$ cat src/rtl/ee_defines.svh
// timing counts and field sizes of the serial eeprom host
// assumes a 200 MHz system clock
`ifndef EE_DEFINES_SVH
`define EE_DEFINES_SVH
`define EE_CLK_MHZ 200
`define EE_T_STROBE_NS 50
`define EE_T_GAP_NS 20
`define EE_STROBE_CYC ((`EE_T_STROBE_NS * `EE_CLK_MHZ + 999) / 1000)
`define EE_GAP_CYC ((`EE_T_GAP_NS * `EE_CLK_MHZ + 999) / 1000)
`define EE_ADDR_BITS 16
`define EE_IGNORED_BITS 7
`define EE_BYTE_BITS 8
`define EE_PAGE_BYTES 8
`define EE_FIFO_DEPTH 16
`endif

$ cat src/rtl/ee_pkg.sv
// types shared by the serial eeprom host
// no assumptions beyond a single clock domain
package ee_pkg;
  typedef enum logic [1:0] {OP_READ, OP_WRITE, OP_STATUS} op_e;
  typedef enum logic [3:0] {
    S_IDLE, S_RST_R1, S_RST_W0, S_RST_R2, S_ADDR, S_LOAD, S_DATA_W,
    S_DATA_R, S_END_R, S_CMD_W1, S_CMD_R, S_POLL, S_FINISH
  } seq_e;
  typedef enum logic [1:0] {E_IDLE, E_LOW, E_HIGH} cyc_e;
endpackage

$ cat src/rtl/bit_if.sv
// one-bit bus cycle request between sequencer and pin engine
// assumes both ends on the same clock
`timescale 1ns/1ps
`default_nettype none
interface bit_if;
  logic req;
  logic wr;
  logic wbit;
  logic done;
  logic rbit;
  modport seq (output req, wr, wbit, input done, rbit);
  modport eng (input req, wr, wbit, output done, rbit);
endinterface
`default_nettype wire

$ cat src/rtl/sync_fifo.sv
// synchronous fifo, flop storage, registered in_ready
// assumes one clock, asynchronous active-high reset
`timescale 1ns/1ps
`default_nettype none
module sync_fifo #(
  parameter int WIDTH = 8,
  parameter int DEPTH = 16
) (
  // clock and reset
  input  wire logic             clock,
  input  wire logic             rst,
  // fill side
  input  wire logic             in_valid,
  output logic                  in_ready,
  input  wire logic [WIDTH-1:0] in_data,
  // drain side
  output logic                  out_valid,
  input  wire logic             out_ready,
  output logic [WIDTH-1:0]      out_data
);
  localparam int AW = $clog2(DEPTH);
  localparam int CW = $clog2(DEPTH + 1);

  logic [WIDTH-1:0] mem [DEPTH];
  logic [AW-1:0]    wr_ptr;
  logic [AW-1:0]    rd_ptr;
  logic [CW-1:0]    count;
  logic             push;
  logic             pop;
  logic [CW-1:0]    next_count;

  assign push = in_valid && in_ready;
  assign pop = out_valid && out_ready;
  assign out_valid = count != '0;
  assign out_data = mem[rd_ptr];

  always_comb begin
    next_count = count;
    if (push && !pop)
      next_count = count + CW'(1);
    else if (pop && !push)
      next_count = count - CW'(1);
  end

  always_ff @(posedge clock or posedge rst) begin
    if (rst) begin
      count <= '0;
      in_ready <= 1'b1;
    end else begin
      count <= next_count;
      in_ready <= next_count != CW'(DEPTH);
    end
  end

  always_ff @(posedge clock or posedge rst) begin
    if (rst) begin
      wr_ptr <= '0;
      rd_ptr <= '0;
    end else begin
      if (push)
        wr_ptr <= (wr_ptr == AW'(DEPTH - 1)) ? '0 : wr_ptr + AW'(1);
      if (pop)
        rd_ptr <= (rd_ptr == AW'(DEPTH - 1)) ? '0 : rd_ptr + AW'(1);
    end
  end

  always_ff @(posedge clock) begin
    if (push)
      mem[wr_ptr] <= in_data;
  end
endmodule
`default_nettype wire

$ cat src/rtl/pin_engine.sv
// drives one strobed bus cycle on the eeprom pins per request
// assumes requests arrive only while idle
`timescale 1ns/1ps
`default_nettype none
`include "ee_defines.svh"
module pin_engine
  import ee_pkg::*;
(
  // clock and reset
  input  wire logic clock,
  input  wire logic rst,
  // request side
  bit_if.eng        bus,
  // device pins
  output logic      ce_n,
  output logic      oe_n,
  output logic      we_n,
  output logic      io_out,
  output logic      io_oe,
  input  wire logic io_in
);
  cyc_e       state;
  logic [7:0] cnt;

  // =======================================
  // cycle sequencing
  always_ff @(posedge clock or posedge rst) begin
    if (rst) begin
      state <= E_IDLE;
      cnt <= 8'h00;
      ce_n <= 1'b1;
      oe_n <= 1'b1;
      we_n <= 1'b1;
      io_out <= 1'b0;
      io_oe <= 1'b0;
      bus.done <= 1'b0;
      bus.rbit <= 1'b0;
    end else begin
      bus.done <= 1'b0;
      case (state)
        E_IDLE: begin
          if (bus.req) begin
            ce_n <= 1'b0;
            we_n <= ~bus.wr;
            oe_n <= bus.wr;
            io_out <= bus.wbit;
            io_oe <= bus.wr;
            cnt <= 8'(`EE_STROBE_CYC - 1);
            state <= E_LOW;
          end
        end
        E_LOW: begin
          if (cnt == 8'h00) begin
            bus.rbit <= io_in;
            // strobes rise together, data held past the edge
            ce_n <= 1'b1;
            we_n <= 1'b1;
            oe_n <= 1'b1;
            cnt <= 8'(`EE_GAP_CYC - 1);
            state <= E_HIGH;
          end else begin
            cnt <= cnt - 8'h01;
          end
        end
        E_HIGH: begin
          if (cnt == 8'h00) begin
            io_oe <= 1'b0;
            bus.done <= 1'b1;
            state <= E_IDLE;
          end else begin
            cnt <= cnt - 8'h01;
          end
        end
        default: state <= E_IDLE;
      endcase
    end
  end
endmodule
`default_nettype wire

$ cat src/rtl/eeprom_host.sv
// host controller for a strobed single-line serial eeprom
// assumes the device is wired to ce_n/oe_n/we_n/io and wp_n
`timescale 1ns/1ps
`default_nettype none
`include "ee_defines.svh"
module eeprom_host
  import ee_pkg::*;
(
  // clock and reset
  input  wire logic       clock,
  input  wire logic       rst,
  // command
  input  wire logic       cmd_valid,
  output logic            cmd_ready,
  input  wire op_e        cmd_op,
  input  wire logic [8:0] cmd_addr,
  input  wire logic [3:0] cmd_len,
  // write data
  input  wire logic       wd_valid,
  output logic            wd_ready,
  input  wire logic [7:0] wd_data,
  // read data and status
  output logic            rd_valid,
  output logic [7:0]      rd_data,
  output logic            done,
  output logic            nv_busy,
  // protection
  input  wire logic       write_allow,
  output logic            wp_n,
  // device pins
  output logic            ce_n,
  output logic            oe_n,
  output logic            we_n,
  output logic            io_out,
  output logic            io_oe,
  input  wire logic       io_in
);
  bit_if bus ();

  seq_e        state;
  op_e         op;
  logic [15:0] addr_sh;
  logic [7:0]  data_sh;
  logic [3:0]  bitcnt;
  logic [3:0]  bytes_left;
  logic        pend;
  logic        issue;
  logic        need;
  logic        cyc_wr;
  logic        cyc_bit;
  logic        fifo_valid;
  logic        fifo_pop;
  logic [7:0]  fifo_data;

  // whole bytes only; a write is capped at one page
  function automatic logic [3:0] eff_len(op_e o, logic [3:0] l);
    if (o == OP_WRITE && l > 4'(`EE_PAGE_BYTES))
      return 4'(`EE_PAGE_BYTES);
    return l;
  endfunction

  // =======================================
  // write data buffer
  sync_fifo #(
    .WIDTH (`EE_BYTE_BITS),
    .DEPTH (`EE_FIFO_DEPTH)
  ) wd_fifo (
    .clock     (clock),
    .rst       (rst),
    .in_valid  (wd_valid),
    .in_ready  (wd_ready),
    .in_data   (wd_data),
    .out_valid (fifo_valid),
    .out_ready (fifo_pop),
    .out_data  (fifo_data)
  );

  assign fifo_pop = state == S_LOAD && fifo_valid;

  // =======================================
  // pin cycles
  pin_engine eng (
    .clock  (clock),
    .rst    (rst),
    .bus    (bus),
    .ce_n   (ce_n),
    .oe_n   (oe_n),
    .we_n   (we_n),
    .io_out (io_out),
    .io_oe  (io_oe),
    .io_in  (io_in)
  );

  // =======================================
  // cycle kind per step
  always_comb begin
    need = 1'b1;
    cyc_wr = 1'b0;
    cyc_bit = 1'b0;
    case (state)
      S_RST_W0: cyc_wr = 1'b1;
      S_ADDR: begin
        cyc_wr = 1'b1;
        cyc_bit = addr_sh[15];
      end
      S_DATA_W: begin
        cyc_wr = 1'b1;
        cyc_bit = data_sh[7];
      end
      S_CMD_W1: begin
        cyc_wr = 1'b1;
        cyc_bit = 1'b1;
      end
      S_RST_R1, S_RST_R2, S_DATA_R, S_END_R, S_CMD_R, S_POLL: need = 1'b1;
      default: need = 1'b0;
    endcase
  end

  assign issue = need && !pend && !bus.done;

  always_ff @(posedge clock or posedge rst) begin
    if (rst) begin
      pend <= 1'b0;
      bus.req <= 1'b0;
      bus.wr <= 1'b0;
      bus.wbit <= 1'b0;
    end else begin
      bus.req <= issue;
      if (issue) begin
        bus.wr <= cyc_wr;
        bus.wbit <= cyc_bit;
      end
      if (bus.done)
        pend <= 1'b0;
      else if (issue)
        pend <= 1'b1;
    end
  end

  // =======================================
  // sequence
  always_ff @(posedge clock or posedge rst) begin
    if (rst) begin
      state <= S_IDLE;
      op <= OP_READ;
    end else begin
      case (state)
        S_IDLE: begin
          if (cmd_valid && cmd_ready) begin
            op <= cmd_op;
            if (cmd_op == OP_STATUS)
              state <= S_POLL;
            else if (eff_len(cmd_op, cmd_len) == 4'h0)
              state <= S_FINISH;
            else
              state <= S_RST_R1;
          end
        end
        S_RST_R1: if (bus.done) state <= S_RST_W0;
        S_RST_W0: if (bus.done) state <= S_RST_R2;
        S_RST_R2: if (bus.done) state <= S_ADDR;
        S_ADDR: begin
          if (bus.done && bitcnt == 4'h0)
            state <= (op == OP_READ) ? S_DATA_R : S_LOAD;
        end
        S_LOAD: if (fifo_valid) state <= S_DATA_W;
        S_DATA_W: begin
          if (bus.done && bitcnt == 4'h0)
            state <= (bytes_left == 4'h1) ? S_END_R : S_LOAD;
        end
        S_DATA_R: begin
          if (bus.done && bitcnt == 4'h0 && bytes_left == 4'h1)
            state <= S_FINISH;
        end
        S_END_R: if (bus.done) state <= S_CMD_W1;
        S_CMD_W1: if (bus.done) state <= S_CMD_R;
        S_CMD_R: if (bus.done) state <= S_POLL;
        S_POLL: begin
          if (bus.done && (bus.rbit || op == OP_STATUS))
            state <= S_FINISH;
        end
        S_FINISH: state <= S_IDLE;
        default: state <= S_IDLE;
      endcase
    end
  end

  // =======================================
  // address, data and counters
  always_ff @(posedge clock or posedge rst) begin
    if (rst) begin
      addr_sh <= 16'h0000;
      data_sh <= 8'h00;
      bitcnt <= 4'h0;
      bytes_left <= 4'h0;
    end else begin
      case (state)
        S_IDLE: begin
          if (cmd_valid && cmd_ready) begin
            // upper bits are don't care to the device
            addr_sh <= {7'h00, cmd_addr};
            bytes_left <= eff_len(cmd_op, cmd_len);
          end
        end
        S_RST_R2: if (bus.done) bitcnt <= 4'(`EE_ADDR_BITS - 1);
        S_ADDR: begin
          if (bus.done) begin
            addr_sh <= {addr_sh[14:0], 1'b0};
            bitcnt <= (bitcnt == 4'h0) ? 4'(`EE_BYTE_BITS - 1) : bitcnt - 4'h1;
          end
        end
        S_LOAD: begin
          if (fifo_valid) begin
            data_sh <= fifo_data;
            bitcnt <= 4'(`EE_BYTE_BITS - 1);
          end
        end
        S_DATA_W: begin
          if (bus.done) begin
            data_sh <= {data_sh[6:0], 1'b0};
            bitcnt <= bitcnt - 4'h1;
            if (bitcnt == 4'h0)
              bytes_left <= bytes_left - 4'h1;
          end
        end
        S_DATA_R: begin
          if (bus.done) begin
            data_sh <= {data_sh[6:0], bus.rbit};
            bitcnt <= (bitcnt == 4'h0) ? 4'(`EE_BYTE_BITS - 1) : bitcnt - 4'h1;
            if (bitcnt == 4'h0)
              bytes_left <= bytes_left - 4'h1;
          end
        end
        default: bitcnt <= bitcnt;
      endcase
    end
  end

  // =======================================
  // user-facing outputs
  always_ff @(posedge clock or posedge rst) begin
    if (rst) begin
      cmd_ready <= 1'b1;
      rd_valid <= 1'b0;
      rd_data <= 8'h00;
      done <= 1'b0;
      nv_busy <= 1'b0;
    end else begin
      rd_valid <= 1'b0;
      done <= 1'b0;
      if (state == S_IDLE && cmd_valid && cmd_ready)
        cmd_ready <= 1'b0;
      if (state == S_FINISH) begin
        cmd_ready <= 1'b1;
        done <= 1'b1;
      end
      if (state == S_DATA_R && bus.done && bitcnt == 4'h0) begin
        rd_data <= {data_sh[6:0], bus.rbit};
        rd_valid <= 1'b1;
      end
      if (state == S_POLL && bus.done)
        nv_busy <= ~bus.rbit;
      else if (state == S_CMD_R && bus.done)
        nv_busy <= 1'b1;
    end
  end

  // protect pin follows the user's permission
  always_ff @(posedge clock or posedge rst) begin
    if (rst)
      wp_n <= 1'b0;
    else
      wp_n <= write_allow;
  end
endmodule
`default_nettype wire

$ cat config.mk
export PLATFORM = sky130hd
export DESIGN_NAME = eeprom_host
export DESIGN_NICKNAME = d
export VERILOG_FILES = /design/src/rtl/ee_pkg.sv /design/src/rtl/bit_if.sv /design/src/rtl/sync_fifo.sv /design/src/rtl/pin_engine.sv /design/src/rtl/eeprom_host.sv
export VERILOG_INCLUDE_DIRS = /design/src /design/src/rtl
export SDC_FILE = /design/constraint.sdc
export NUM_CORES = 1
export LEC_CHECK = 0
export ABC_AREA = 1
export ABC_CLOCK_PERIOD_IN_PS = 1800
export BUFFER_PORTS_ARGS = -buffer_cell sky130_fd_sc_hd__buf_2
export CAP_MARGIN = 20
export CELL_PAD_IN_SITES_DETAIL_PLACEMENT = 2
export CELL_PAD_IN_SITES_GLOBAL_PLACEMENT = 2
export CORE_MARGIN = 8
export CORE_UTILIZATION = 36
export DETAILED_ROUTE_END_ITERATION = 10
export GPL_TIMING_DRIVEN = 1
export PLACE_DENSITY_LB_ADDON = 0.1
export REMOVE_ABC_BUFFERS = 1
export SYNTH_ARGS = -nofsm -noshare
export SYNTH_HDL_FRONTEND = slang
export SYNTH_HIERARCHICAL = 1
export SYNTH_SLANG_ARGS = --single-unit
$ cat constraint.sdc
create_clock -name clock -period 1.8 [get_ports clock]
set_input_delay 0.36 -clock clock [delete_from_list [all_inputs] [get_ports clock]]
set_output_delay 0.36 -clock clock [all_outputs]
set_load 0.03 [all_outputs]
# Yosys cells after proc, flatten, opt, wreduce, memory -nomap -nowiden
# Memory sizes are Yosys's and may differ from the RTL's.
# Cells that the tools add are included.
[word_totals]
register_bits = 86
ramBits = 128
output_inout_bits = 19
wordCells = 221
mem_count = 1
[mem_list]
columns = ["name", "depth", "word_bits", "read_ports", "rd_ports_with_merged_regs", "wr", "line", "source"]
rows = [
  ["wd_fifo.mem", 16, 8, 1, 0, 1, "sync_fifo.sv:24", "logic [WIDTH-1:0] mem [DEPTH];"],
]
[classes]
addsub = 7
n_lt_le_gt_ge = 1
eq_ne = 43
n_mux = 82
bitwise_logic = 2
n_reduce_logical = 56
[op_table]
columns = ["operator", "count"]
rows = [
  ["2-to-1 mux 4 bit", 31],
  ["2-to-1 mux 8 bit", 6],
  ["one-hot mux 4 bit (12 select lines)", 1],
  ["one-hot mux 8 bit (3 select lines)", 2],
  ["2-to-1 mux 16 bit", 2],
  ["one-hot mux 16 bit (2 select lines)", 1],
  ["== test 4 bit (second input constant)", 7],
  ["!= test 2 x 1 -> 1 bit (second input constant)", 14],
  ["2-to-1 mux 1 bit", 25],
  ["logical AND 1 bit", 18],
  ["== test 4 x 3 -> 1 bit (second input constant)", 4],
  ["!= test 2 bit (second input constant)", 8],
  ["one-hot mux 4 bit (4 select lines)", 1],
  ["AND reduction 3 bit", 5],
  ["nonzero test 2 bit", 7],
  ["zero test 4 bit", 3],
  ["AND reduction 12 bit", 1],
  ["2-to-1 mux 5 bit", 2],
  ["OR reduction 10 bit", 1],
  ["adder 4 x 1 -> 4 bit (second input constant)", 2],
  ["== test 4 x 1 -> 1 bit (second input constant)", 2],
  ["== test 4 x 2 -> 1 bit (second input constant)", 2],
  ["zero test 8 bit", 1],
  ["2-to-1 mux 2 bit", 4],
  ["24 further kinds", 41],
]

# Logic depth before layout (Yosys ltp)
# Gate-level depths: netlist (run 1).
[logic_depth]
depth_word = 15
depth_mapped = 13

# Cells and area by module
# Netlist (run 1), hierarchy kept.
[by_module_without_submodules]
columns = ["module", "instances", "cells_per_inst", "area_per_inst_um2", "seq_area_each_um2"]
rows = [
  ["sync_fifo", 1, 482, 5955.7, 4195.3],
  ["eeprom_host", 1, 369, 2879.0, 1377.6],
  ["pin_engine", 1, 137, 1052.3, 429.2],
]

# Worst setup path before layout (run 1)
# Ideal clock, no wire load.
[synth_timing]
path_type = "reg-to-reg"
from = "register wd_fifo.in_ready"
to = "memory wd_fifo.mem[3][0] (enable)"
setup_time_ns = 0.370
t_arrival_ns = 1.554
required_time_ns = 1.430
path_slack_ns = -0.125
path_stages_with_launch = 6
period_less_slack_ns = 1.925
cell_sequence = "dfstp_2 nand2_2 inv_2 buf_2 nand2_1 nor2_1"
[synth_via]
elab_chain_cells = 3
[synth_rtl]
columns = ["item", "line", "source"]
rows = [
  ["from (decl)", "sync_fifo.sv:14", "output logic in_ready,"],
  ["from (signal assigned)", "sync_fifo.sv:51", "in_ready <= next_count != CW'(DEPTH);"],
  ["logical AND 1 bit", "sync_fifo.sv:32", "assign push = in_valid && in_ready;"],
  ["2-to-1 mux 1 bit", "sync_fifo.sv:68", "if (push)"],
  ["2-to-1 mux 1 bit (not written as such)", "sync_fifo.sv:69", "mem[wr_ptr] <= in_data;"],
  ["to (decl)", "sync_fifo.sv:24", ""],
]
# Every way passes these cells.

# Worst setup path in the final report (run 1)
[layout_timing]
from = "register wd_fifo.rd_ptr[0]"
to = "register data_sh[5]"
[layout_via]
elab_chain_cells = 3
[layout_rtl]
columns = ["item", "line", "source"]
rows = [
  ["from (decl)", "sync_fifo.sv:26", "logic [AW-1:0] rd_ptr;"],
  ["from (signal assigned)", "sync_fifo.sv:63", "rd_ptr <= (rd_ptr == AW'(DEPTH - 1)) ? '0 : rd_ptr + AW'(1);"],
  ["memory read (16 x 8 bit)", "n/a", ""],
  ["via fifo_data[5]", "eeprom_host.sv:53", "logic [7:0] fifo_data;"],
  ["2-to-1 mux 8 bit", "eeprom_host.sv:213", "if (fifo_valid) begin"],
  ["one-hot mux 8 bit (3 select lines)", "eeprom_host.sv:197", "case (state)"],
  ["to (signal assigned)", "eeprom_host.sv:214", "data_sh <= fifo_data;"],
  ["to (signal assigned)", "eeprom_host.sv:220", "data_sh <= {data_sh[6:0], 1'b0};"],
  ["to (signal assigned)", "eeprom_host.sv:228", "data_sh <= {data_sh[6:0], bus.rbit};"],
  ["to (decl)", "eeprom_host.sv:43", "logic [7:0] data_sh;"],
]
# The timed path passes the listed nets, and every way through them passes these cells. The select of a mux whose other input is x is not followed.
# A chain may end at the register's enable or synchronous reset.

==> results of run 1 <==
==> cell usage after synthesis (all sizes together), types with 6 or more instances <==
cell type  count  area share
dfrtp         81        0.21
o21ai         97       0.052
xor2           6      0.0053
o22ai         11      0.0070
nand4          7      0.0044
buf           28       0.019
nand3         90       0.050
o211ai        19       0.014
ha            17       0.022
nand2        238       0.097
o221ai        16       0.014
edfxtp       128        0.39
inv           89       0.034
nor2         121       0.053
a21oi         14      0.0075
==> kinds of logic after synthesis <==
kind of cell    synth area share
xor+xnor                 0.00709
compound gates             0.102
flops                      0.607
simple gates               0.207
mux                      0.00114
fa+ha+maj                 0.0215
buf+inv                   0.0550
==> state kept, by name, summed over array words and instances (netlist names), 2 cells and up <==
name,flops
rd_data,8
bitcnt,4
eng/state,2
eng/cnt,8
wd_fifo/wr_ptr,4
op,2
wd_fifo/mem,128
bytes_left,4
state,4
wd_fifo/count,5
data_sh,8
addr_sh,16
wd_fifo/rd_ptr,4
==> critical path, cell delays in order, from the launching register on <==
cell                       delay (ns)
sky130_fd_sc_hd__dfrtp_2         0.48
sky130_fd_sc_hd__buf_6           0.17
sky130_fd_sc_hd__buf_4           0.16
sky130_fd_sc_hd__nand2_1         0.07
sky130_fd_sc_hd__nand3_1         0.14
sky130_fd_sc_hd__o221ai_1        0.11
sky130_fd_sc_hd__nand2_1         0.07
sky130_fd_sc_hd__nand3_1         0.08
sky130_fd_sc_hd__o21ai_1         0.09
sky130_fd_sc_hd__o211ai_1        0.18
sky130_fd_sc_hd__o21ai_1         0.09
==> final cells by class <==
cell class	count	area share
flip-flops and latches	214	0.501
multi-input cells	652	0.291
repair buffers	122	0.0761
clock buffers	35	0.0596
well taps	341	0.0356
inverters	89	0.0289
clock inverters	11	0.00741
repair inverters	1	0.000522
==> repair_timing <==
| item | 4_1_cts | 5_1_grt |
|---|---|---|
| cloned | 1 | 1 |
| gates resized for setup | 12 | 41 |
| pin swaps | 1 | 7 |
| hold buffers | 2 | 0 |
| setup buffers | 1 | 1 |
| endpoints found under the hold margin | 39 | 0 |
| setup endpoints to repair | 8 | 36 |
==> power by group through the flow <==
| stage | combinational [W] | clock [W] | sequential [W] |
|---|---|---|---|
| 3_5_place_dp | 0.00151 | 0 | 0.00587 |
| 5_1_grt | 0.00173 | 0.00527 | 0.00582 |
| 6_report | 0.00155 | 0.00496 | 0.00578 |
| 2_1_floorplan | 0.000807 | 0 | 0.00585 |
| 4_1_cts | 0.00153 | 0.00513 | 0.00578 |
| 3_3_place_gp | 0.00144 | 0 | 0.00585 |
==> final timing paths <==
check | slack [ns] | from | cells past startpoint | end
worst max-delay path | 0.03 | wd_fifo/rd_ptr[0]$_DFFE_PP0P_ | 10 | data_sh[5]$_DFFE_PP0P_
min in group asynchronous | 0.37 | rst | 3 | data_sh[6]$_DFFE_PP0P_
worst min register to register | 0.47 | eng/io_oe$_DFFE_PP0P_ | 2 | eng/io_oe$_DFFE_PP0P_
worst max register to register | 0.03 | wd_fifo/rd_ptr[0]$_DFFE_PP0P_ | 10 | data_sh[5]$_DFFE_PP0P_
max in group asynchronous | 0.92 | rst | 4 | cmd_ready$_DFFE_PP1P_
worst min-delay path | 0.1 | cmd_addr[0] | 3 | addr_sh[0]$_DFFE_PP0P_
==> per-stage QoR <==
stage               setup WS (ns)  instance area [um2]  power (W)  setup TNS, ns  instances
global placement        -0.000723                11000    0.00729      -0.000723       1413
finish                     0.0324                12000     0.0123              0       1465
global route              -0.0885                12000     0.0128         -0.368       1465
detailed placement        -0.0896                11000    0.00738         -0.370       1413
floorplan                  -0.553                 9680    0.00666          -6.62        955
CTS                     0.0000941                11800     0.0124              0       1463
==> per-layer routing <==
layer / wire (um) / vias up
li1: - / 3607
met4: 653 / 0
met3: 867 / 43
met2: 14800 / 93
met1: 13000 / 3768
met5: 0 / -
==> run summary, run 1 <==
The flow ran to the end, and the final reports show no timing, DRC or antenna violations. The first global-routing pass estimated 46.7 mm of wire. TritonCTS built the clock tree. Once detail routing completed, the nets flagged for antenna violations numbered 0. In this run the static leakage power is 5.15 nW.

The class of the tightest hold or removal check is in2reg. Along the worst path, the maximum fanout reaches 7. Most frequent standard cell in the layout excluding fill and tap cells: sky130_fd_sc_hd__nand2_1. Using the TritonRoute via totals, the vias-per-cell ratio works out to 5.13.

Minimum clock period after layout: 1.77 ns. The sequential share of the synthesized area is 0.607, and the switching power total is 0.00324 W. The chip height was 182 um. The tree is rooted in a sky130_fd_sc_hd__clkbuf_16. The fraction of layout instances using a drive strength above 1 is 0.218.

Row generation in the floorplan step produced 60 rows. The tools report the endpoint type of the worst setup path as a flip-flop. The tool flagged a number of max-cap violations equal to 0. Summed over all layers, the routed wires come to 29.3 mm. For the maximum vdd drop, the log shows 0.776 mV. The clock net in this run drives a total of 214 sinks. After technology mapping, the gate count stands at 988. The number of distinct standard cells referenced by the synthesized netlist came out at 39. The share of synthesized registers carrying an async set or reset was 0.402.

The tools report the startpoint class of the critical path as a flip-flop. The average instance area after synthesis came out at 10.0 um2. Entering global routing, the biggest net connects 26 pins. In this run the count of I/O pins placed on the die edge is 48.

The number of pins exceeding their max-slew limit in the final report is 0. met2 is the most crowded layer. The clock edge transition at the registers on the reported setup and hold paths came out at 0.06 ns.

For the depth of the CTS H-tree, the log shows 1. The number of global-route vias before repair is 8263, and the global placement routability congestion is 0.785. The internal power of the cells totals 0.00905 W.

The smallest hold slack was 0.0971 ns. Setup repair after global routing could not meet its margin everywhere. The initial antenna violation count is 0. At the pin with the least slew margin, the transition time is 0.432 ns. The logs give 0.470 for the sequential share of power and 0.367 for the effective utilization at floorplan. For this run, design rule violations remaining after detail routing come to 0.

In the final routed layout, each cell accounts on average for 20.0 um. Post-route clock period utilization: 0.982. The clock network fraction of design power is 0.404, and the worst relative slew slack is 0.712.

For this run, the post-layout net count is 1151. From synthesis to final layout, the design area changed by 21.2%. The total area inside the core boundary comes to 0.0270 mm2.

Derived from the worst setup path, the maximum achievable clock frequency is 566 MHz. The area used by multi-input combinational logic was 0.00348 mm2; the core utilization of the finished layout was 0.445. The top flip-flop cell by instance count after synthesis is sky130_fd_sc_hd__edfxtp_1. The synthesized design contains 128 enable-type register cells. Setup violations remaining at the end of the flow were counted as 0. The power per cell area is 1030 mW/mm2, and the data arrival at the endpoint of the critical path is 2.17 ns. During placement, the flow inserted port buffers numbering 47.

The run gives 0.54 ns as the clock latency reported for the late side of the worst-skew pair. The library cells used most frequently in the layout, excluding fill and tap cells, are sky130_fd_sc_hd__nand2_1 (222), sky130_fd_sc_hd__edfxtp_1 (128), sky130_fd_sc_hd__nor2_1 (104), sky130_fd_sc_hd__dfrtp_1 (80), sky130_fd_sc_hd__nand3_1 (76). The floorplan step defined a die boundary enclosing 0.0330 mm2.

For the final database, setup skew stands at 0.0219 ns. The pre-antenna-repair detailed-routing pass consisted of 4 iterations. Registers take 0.00600 mm2. The all-layer global routing usage was 0.178; the number of antenna repair diodes was 0. The tools report the number of violations reported at the end of detailed-routing iteration 0 as 347.

Switching share of power: 0.264. The logs give 0.0248 for the met3 track demand over resource in global routing and 6 for the number of warnings issued by yosys. The die extent in x is 182 um. The synthesized cell area came out at 0.00989 mm2.

The combinational group share of total power was 0.126; the synthesis-stage register bit count was 214. Met2 usage: 0.314. The global-route met1 utilization is 0.226. The critical setup path kind was reg2reg. The logs give 0 for the hold violation count in the final report and 2877 for the filler cell count. The number of vias after detailed routing was 7511; the total overflow reported by the global router was 0. Maximum root-to-sink buffer count: 3.

TritonCTS created 25 clock buffers. The data required time of the worst path was 2.21 ns. Estimated wirelength of the detail-placed design: 20.5 mm.
No activity file was read; power rests on OpenSTA's default activity.
==> inputs of run 2 (changes only) <==
--- a/config.mk
+++ b/config.mk
@@ -10,3 +10,3 @@
 export ABC_CLOCK_PERIOD_IN_PS = 1800
-export BUFFER_PORTS_ARGS = -buffer_cell sky130_fd_sc_hd__buf_2
+export BUFFER_PORTS_ARGS = -buffer_cell sky130_fd_sc_hd__buf_4
 export CAP_MARGIN = 20
==> constraint.sdc (replaced) <==
create_clock -name clock -period 1.8 [get_ports clock]
set_input_delay 0.27 -clock clock [delete_from_list [all_inputs] [get_ports clock]]
set_output_delay 0.27 -clock clock [all_outputs]
set_load 0.03 [all_outputs]
==> run summary, run 2 (synthesis gave the netlist of run 1 again) <==
The flow ran to the end, but the final reports show violations. The final reports fail on setup timing. The logs give 0.56 ns (was 0.54 ns) for the clock latency reported for the late side of the worst-skew pair and 1470 (was 1465) for the post-route non-filler standard cell count. The number of vias per cell after detailed routing was 5.13 (about the same). Endpoint type of the worst setup path: a flip-flop (unchanged). The maximum clock frequency is 547 MHz (was 566 MHz).

Endpoint of the lowest-slack register-to-register path: data_sh[3]$_DFFE_PP0P_ (was data_sh[5]$_DFFE_PP0P_). CTS sink count: 214 (unchanged). The logs give 20.9 mm (was 20.5 mm) for the estimated wirelength of the detail-placed design and 0.451 (was 0.445) for the core utilization of the finished layout.

The maximum vdd drop is 0.827 mV (was 0.776 mV). The net total in the final layout came out at 1155 (was 1151). The die extent in x works out to 182 um (unchanged).

The tools report the data arrival at the endpoint of the critical path as 2.23 ns (was 2.17 ns). The number of buffers created by CTS was 26 (was 25). The wire length per cell was 20.0 um (about the same).

Setup repair after global routing could not meet its margin everywhere. The final worst-path setup slack came out at -0.0296 ns (was 0.0324 ns). The placeable core region was 0.0270 mm2 (unchanged). Largest registers in the final layout: wd_fifo/mem x128, addr_sh x16 (unchanged). Number of buffers inserted by port buffering: 47 (unchanged).

The clock edge transition at the registers on the reported setup and hold paths came out at 0.07 ns (was 0.06 ns). The class of the tightest hold or removal check is in2reg (unchanged). The initial antenna violation count was 0 (unchanged). Maximum root-to-sink buffer count: 3 (unchanged). TritonCTS built the clock tree.

The chip height was 182 um (unchanged). The number of antenna repair diodes is 0 (unchanged). The endpoint of the worst hold path was wd_fifo/mem[10][0]$_DFFE_PP_ (was addr_sh[0]$_DFFE_PP0P_). For the routed wire length, the log shows 29.4 mm (was 29.3 mm). The total of endpoints with negative setup slack in the final report was 1 (was 0). Post-route clock period utilization: 1.02 (was 0.982). The maximum number of pins on one net before global-route repair came out at 28 (was 26). The most frequent standard cell in the layout excluding fill and tap cells was sky130_fd_sc_hd__nand2_1 (unchanged). The clock root buffer was sky130_fd_sc_hd__clkbuf_16 (unchanged). The power per cell area is 1040 mW/mm2 (was 1030 mW/mm2). The tools report the startpoint class of the critical path as a flip-flop (unchanged). The effective utilization at floorplan was 0.367 (unchanged); the cell depth of the worst min-delay path was 1 (was 3).

The fraction of layout instances using a drive strength above 1 was 0.210 (was 0.218). The worst setup skew after layout was 0.0355 ns (was 0.0219 ns). The maximum fanout encountered on the critical timing path was 11 (was 7). For the worst relative slew slack, the log shows 0.734 (was 0.712). For the I/O pin total, the log shows 48 (unchanged). The number of violations reported at the end of detailed-routing iteration 0 was 359 (was 347). The depth of the CTS H-tree came out at 1 (unchanged).

The residual DRC count came out at 0 (unchanged). The number of max-cap violations was 0 (unchanged); the cell count of the worst reg-to-reg path was 9 (was 10). The hold violation count in the final report was 0 (unchanged).

The run gives 0 (unchanged) as the total overflow reported by the global router. The logs give 5.19 nW (was 5.15 nW) for the leakage power total and 8420 (was 8263) for the number of global-route vias before repair. The detailed-routing iteration count for the pre-antenna-repair pass was 4 (unchanged); the minimum clock period after layout was 1.83 ns (was 1.77 ns).

The number of placed instances, taps included was 1413 (unchanged); the number of rows in the core area was 60 (unchanged). The global placement routability congestion is 0.826 (was 0.785), and the number of pins exceeding their max-slew limit in the final report is 0 (unchanged). Launching point of the worst reg2reg path: wd_fifo/rd_ptr[1]$_DFFE_PP0P_ (was wd_fifo/rd_ptr[0]$_DFFE_PP0P_). The top register by number of flip-flops was wd_fifo/mem (unchanged). The pin slew with the least headroom to its limit is 0.398 ns (was 0.432 ns), and the die footprint is 0.0330 mm2 (unchanged). The flip-flop count of the largest register, all copies and words added is 128 (unchanged). Minimum setup slack among reg-to-reg paths: -0.03 ns (was 0.03 ns).

The run gives -0.0871 ns (was -0.0896 ns) as the post-placement setup slack. Startpoint of the lowest-slack hold path: wd_data[0] (was cmd_addr[0]). For the all-layer global routing usage, the log shows 0.178 (about the same). The relative area change from synthesis to final layout was 23.0% (was 21.2%). Highest-count cells in the layout ignoring fill and taps: sky130_fd_sc_hd__nand2_1 (222), sky130_fd_sc_hd__edfxtp_1 (128), sky130_fd_sc_hd__buf_4 (111), sky130_fd_sc_hd__nor2_1 (105), sky130_fd_sc_hd__nand3_1 (82) (was sky130_fd_sc_hd__nand2_1 (222), sky130_fd_sc_hd__edfxtp_1 (128), sky130_fd_sc_hd__nor2_1 (104), sky130_fd_sc_hd__dfrtp_1 (80), sky130_fd_sc_hd__nand3_1 (76)). The number of routed nets with antenna violations came out at 0 (unchanged). The first-pass GRT wire length is 47.0 mm (was 46.7 mm), and the data required time of the worst path is 2.20 ns (was 2.21 ns). Critical setup path kind: reg2reg (unchanged). The number of vias after detailed routing came out at 7543 (was 7511). The filler cell count is 2854 (was 2877).
run 2: area by class of cell:
class / count / area [um2] / share of cell area
clock buffer: 37 / 752 / 0.0618
clock inverter: 11 / 124 / 0.0102
inverter: 89 / 347 / 0.0285
multi-input combinational: 652 / 3440 / 0.283
sequential: 214 / 6000 / 0.493
tap: 341 / 427 / 0.0351
timing repair buffer: 126 / 1070 / 0.0879
run 2: critical path, cell delays in order (launching register included):
cell,delay [ns]
sky130_fd_sc_hd__dfrtp_1,0.42
sky130_fd_sc_hd__inv_2,0.14
sky130_fd_sc_hd__buf_4,0.21
sky130_fd_sc_hd__nand3_1,0.15
sky130_fd_sc_hd__o221ai_1,0.13
sky130_fd_sc_hd__nand2_1,0.10
sky130_fd_sc_hd__nand3_1,0.12
sky130_fd_sc_hd__o21ai_1,0.09
sky130_fd_sc_hd__o211ai_1,0.20
sky130_fd_sc_hd__o21ai_1,0.09
run 2: worst max-delay path by stage:
stage                                   from                     end  slack [ns]  cells after the start
3_3_place_gp   wd_fifo/rd_ptr[0]$_DFFE_PP0P_  data_sh[0]$_DFFE_PP0P_       -0.01                     10
6_report       wd_fifo/rd_ptr[1]$_DFFE_PP0P_  data_sh[3]$_DFFE_PP0P_       -0.03                      9
5_1_grt        wd_fifo/rd_ptr[0]$_DFFE_PP0P_  data_sh[6]$_DFFE_PP0P_       -0.12                      9
3_5_place_dp   wd_fifo/rd_ptr[0]$_DFFE_PP0P_  data_sh[4]$_DFFE_PP0P_       -0.09                      8
4_1_cts        wd_fifo/rd_ptr[0]$_DFFE_PP0P_  data_sh[6]$_DFFE_PP0P_       -0.02                      9
2_1_floorplan  wd_fifo/rd_ptr[0]$_DFFE_PP0P_  data_sh[0]$_DFFE_PP0P_       -0.55                     10
run 2: report_power, final:
| group | switching (W) | internal [W] | total, W |
|---|---|---|---|
| Sequential | 0.000170 | 0.00561 | 0.00579 |
| Combinational | 0.00102 | 0.000545 | 0.00157 |
| Clock | 0.00209 | 0.00319 | 0.00528 |
run 2: repair_timing:
action                                  CTS  global route
cloned                                    0             0
gates resized for setup                  13            33
setup buffers                             1             3
hold buffers                              5             0
hold endpoints to repair                 45             0
endpoints found under the setup margin   12            34
pin swaps                                 3             4
run 2: layer usage:
| metal | global-route usage | share of wire | routed length (um) |
|---|---|---|---|
| met5 | 0 | 0 | 0 |
| met4 | 0.0390 | 0.019 | 551 |
| met3 | 0.0236 | 0.028 | 811 |
| met2 | 0.322 | 0.51 | 15000 |
| met1 | 0.222 | 0.44 | 13000 |
run 2: per-stage QoR:
stage	area (um2)	power [W]	setup TNS, ns	hold WS (ns)
finish	12200	0.0126	-0.0296	0.0640
detailed placement	11100	0.00741	-0.399	0.316
floorplan	9680	0.00666	-6.62	0.159
global route	12200	0.0132	-0.615	0.0668
CTS	12100	0.0128	-0.0377	0.0505
global placement	11100	0.00731	-0.0106	0.322
==> inputs of run 3 (changes only) <==
ABC_CLOCK_PERIOD_IN_PS = 2100   (was 1800)
CORE_UTILIZATION = 40   (was 36)
clock period = 2.1 ns   (was 1.8 ns; I/O delays follow)
==> run summary, run 3 (synthesis gave the netlist of run 1 again) <==
The number of violations reported at the end of detailed-routing iteration 0 came out at 449 (was 359). The endpoint type of the worst setup path is a flip-flop (unchanged). The most frequent standard cell in the layout excluding fill and tap cells was sky130_fd_sc_hd__nand2_1 (unchanged).

The hold violation count in the final report is 0 (unchanged). The maximum number of pins on one net before global-route repair is 56 (was 28), and the post-route clock period utilization is 0.921 (was 1.02). The number of vias per cell after detailed routing is 5.30 (was 5.13). The I/O pin total came out at 48 (unchanged).

The startpoint of the lowest-slack hold path was cmd_addr[8] (was wd_data[0]). The filler cell count is 2540 (was 2854), and the all-layer global routing usage is 0.192 (was 0.178). The logs give 0.459 (was 0.458) for the sequential share of power and 0.168 ns (was -0.0871 ns) for the post-placement setup slack. The tools report the startpoint class of the critical path as a flip-flop (unchanged).

Largest registers in the final layout: wd_fifo/mem x128, addr_sh x16 (unchanged). The run finished with clean final reports. The total buffers and inverters traversed by the critical path was 2 (unchanged).

The total overflow reported by the global router was 0 (unchanged); the clock network fraction of design power was 0.431 (was 0.418). The worst relative slew slack is 0.521 (was 0.734), and the number of routed nets with antenna violations is 0 (unchanged). The power per cell area was 927 mW/mm2 (was 1040 mW/mm2); the worst setup skew after layout was 0.0185 ns (was 0.0355 ns).

The run gives 0.165 ns (was -0.0296 ns) as the final worst-path setup slack. Cell-by-cell listing of the critical path: inv_1 -> ha_1 -> nand3_4 -> nand2_1 -> inv_1 -> nand2_4 -> nand2_4 -> nand2_2 -> nand2_1 -> nand3_2 -> nor2_2 -> nand2_1 (was inv_2 -> buf_4 -> nand3_1 -> o221ai_1 -> nand2_1 -> nand3_1 -> o21ai_1 -> o211ai_1 -> o21ai_1). The placed standard-cell area was 0.0108 mm2 (was 0.0111 mm2); the number of buffers created by CTS was 26 (unchanged).

The number of global-route vias before repair was 8365 (was 8420); the routed wire length on met3 was 828 um (was 811 um). The critical path's largest stage delay is 0.42 ns (about the same), and the number of antenna repair diodes is 0 (unchanged). The logs give 6 (was 4) for the detailed-routing iteration count for the pre-antenna-repair pass and 1362 (was 1413) for the number of placed instances, taps included. Clock latency reported for the late side of the worst-skew pair: 0.55 ns (was 0.56 ns). The number of rows in the core area was 57 (was 60). The slowest stage cell on the critical path was sky130_fd_sc_hd__dfrtp_1 (unchanged).

The smallest hold slack was 0.0468 ns (was 0.0640 ns). The leakage power total was 5.00 nW (was 5.19 nW). Setup repair after global routing left no endpoint under its margin. The die extent in x is 173 um (was 182 um).

The tools report the maximum clock frequency as 517 MHz (was 547 MHz). The logs give 2.57 ns (was 2.20 ns) for the data required time of the worst path and 0 (unchanged) for the number of pins exceeding their max-slew limit in the final report. The flip-flop count of the largest register, all copies and words added was 128 (unchanged); the depth of the CTS H-tree was 1 (unchanged). The CTS sink count was 214 (unchanged); the cell count of the worst reg-to-reg path was 12 (was 9). The top register by number of flip-flops is wd_fifo/mem (unchanged). The number of buffers inserted by port buffering is 47 (unchanged). The chip height came out at 173 um (was 182 um). The most numerous cell type found on the critical path is sky130_fd_sc_hd__nand2_1.

Launching point of the worst reg2reg path: wd_fifo/count[0]$_DFF_PP0_ (was wd_fifo/rd_ptr[1]$_DFFE_PP0P_). The maximum fanout encountered on the critical timing path works out to 6 (was 11). The initial antenna violation count is 0 (unchanged), and the clock edge transition at the registers on the reported setup and hold paths is 0.06 ns (was 0.07 ns). The switching power total is 0.00278 W (was 0.00328 W). The tools report the total of endpoints with negative setup slack in the final report as 0 (was 1). The minimum clock period after layout is 1.94 ns (was 1.83 ns), and the estimated wirelength of the detail-placed design is 20.0 mm (was 20.9 mm). The class of the tightest hold or removal check is in2reg (unchanged). The logs give 2.41 ns (was 2.23 ns) for the data arrival at the endpoint of the critical path and 0.00805 W (was 0.00935 W) for the internal cell power. Highest-count cells in the layout ignoring fill and taps: sky130_fd_sc_hd__nand2_1 (223), sky130_fd_sc_hd__edfxtp_1 (128), sky130_fd_sc_hd__nor2_1 (109), sky130_fd_sc_hd__nand3_1 (83), sky130_fd_sc_hd__dfrtp_1 (80) (was sky130_fd_sc_hd__nand2_1 (222), sky130_fd_sc_hd__edfxtp_1 (128), sky130_fd_sc_hd__buf_4 (111), sky130_fd_sc_hd__nor2_1 (105), sky130_fd_sc_hd__nand3_1 (82)). The run gives 0 (was 1) as the post-CTS setup-driven buffer insertion count.

TritonCTS built the clock tree. The residual DRC count was 0 (unchanged). The fraction of layout instances using a drive strength above 1 works out to 0.170 (was 0.210). The tools report the origin of the worst setup path as wd_fifo/count[0]$_DFF_PP0_ (was wd_fifo/rd_ptr[1]$_DFFE_PP0P_). The kind of cell adding the most delay to the critical path is simple AND/OR/NAND/NOR gates (was compound AO/OA/AOI/OAI gates). The highest metal layer with signal wires was met4 (unchanged). The effective utilization at floorplan came out at 0.407 (was 0.367).

The combinational group share of total power came out at 0.110 (was 0.124). The placeable core region came out at 0.0243 mm2 (was 0.0270 mm2). Area of all placed cells without fillers: 0.0117 mm2 (was 0.0122 mm2). The met2 wirelength from detailed routing was 15.3 mm (was 15.0 mm); the maximum root-to-sink buffer count was 3 (unchanged). The number of vias after detailed routing is 7480 (was 7543), and the post-route non-filler standard cell count is 1412 (was 1470). The pin slew with the least headroom to its limit was 0.717 ns (was 0.398 ns). The first-pass GRT wire length is 46.2 mm (was 47.0 mm). Routed wire length: 29.1 mm (was 29.4 mm). The number of max-cap violations is 0 (unchanged), and the routed length on met1 is 12.4 mm (was 13.0 mm).

The critical setup path kind was reg2reg (unchanged). Net total in the final layout: 1114 (was 1155). The die footprint was 0.0300 mm2 (was 0.0330 mm2). The wire length per cell is 20.6 um (was 20.0 um). The relative area change from synthesis to final layout was 18.2% (was 23.0%). The logs give 0.789 (was 0.826) for the global placement routability congestion and 0.944 mV (was 0.827 mV) for the maximum vdd drop.

The cell depth of the worst min-delay path is 3 (was 1). The switching share of power works out to 0.257 (was 0.260). The cell depth of the worst setup path works out to 12 (was 9).

Clock root buffer: sky130_fd_sc_hd__clkbuf_16 (unchanged).
run 3: cell types whose count changed in the layout (fill, tap and decap cells not counted), sizes merged:
cell / previous run / this run
buf: 121 / 83
bufinv: 2 / 4
clkbuf: 37 / 36
clkinv: 9 / 8
dlygate4sd3: 5 / 2
run 3: worst reg2reg max path, stage by stage (launching register included):
cell and delay (ns):
sky130_fd_sc_hd__dfrtp_1 0.42, sky130_fd_sc_hd__inv_1 0.09, sky130_fd_sc_hd__ha_1 0.26, sky130_fd_sc_hd__nand3_4 0.15, sky130_fd_sc_hd__nand2_1 0.12, sky130_fd_sc_hd__inv_1 0.22
sky130_fd_sc_hd__nand2_4 0.13, sky130_fd_sc_hd__nand2_4 0.10, sky130_fd_sc_hd__nand2_2 0.06, sky130_fd_sc_hd__nand2_1 0.09, sky130_fd_sc_hd__nand3_2 0.08, sky130_fd_sc_hd__nor2_2 0.09
sky130_fd_sc_hd__nand2_1 0.05
run 3: worst paths after layout:
check | slack [ns] | end
worst max-delay path | 0.16 | wd_fifo/in_ready$_DFF_PP1_
worst max register to register | 0.16 | wd_fifo/in_ready$_DFF_PP1_
max in group asynchronous | 1.15 | eng/cnt[5]$_DFFE_PP0P_
worst min-delay path | 0.05 | addr_sh[8]$_DFFE_PP0P_
worst min register to register | 0.48 | eng/ce_n$_DFFE_PP1P_
min in group asynchronous | 0.41 | bitcnt[0]$_DFFE_PP0P_
run 3: what timing repair did:
item	in CTS	in global routing
hold buffers	2	0
setup endpoints to repair	0	4
endpoints found under the hold margin	82	0
gates resized for setup	0	2
run 3: power groups by stage:
stage	registers, W	clock network (W)	logic [W]
2_1_floorplan	0.00502	0	0.000692
3_3_place_gp	0.00503	0	0.00115
3_5_place_dp	0.00505	0	0.00119
4_1_cts	0.00498	0.00477	0.00122
5_1_grt	0.00501	0.00491	0.00133
6_report	0.00497	0.00467	0.00119
run 3: final cells by class:
cell class                      instances  area (um2)  area share
Clock buffer                           36         708      0.0606
Clock inverter                         12         184      0.0157
Inverter                               89         342      0.0292
Multi-Input combinational cell        652        3340       0.286
Sequential cell                       214        6000       0.514
Tap cell                              324         405      0.0347
Timing Repair Buffer                   85         706      0.0604
run 3: metrics by stage:
| step | util | power, W | TNS, ns |
|---|---|---|---|
| after floorplan | - | 0.00571 | -1.61 |
| after global placement | 0.443 | 0.00618 | 0 |
| after detailed placement | 0.443 | 0.00624 | 0 |
| after CTS | 0.480 | 0.0110 | 0 |
| after global routing | 0.481 | 0.0112 | 0 |
| final | 0.481 | 0.0108 | 0 |
run 3: layer usage:
layer  global-route usage  vias up
met4               0.0492        0
met2                0.353      121
met5                    0        -
li1                     -     3522
met3               0.0268       48
met1                0.233     3789
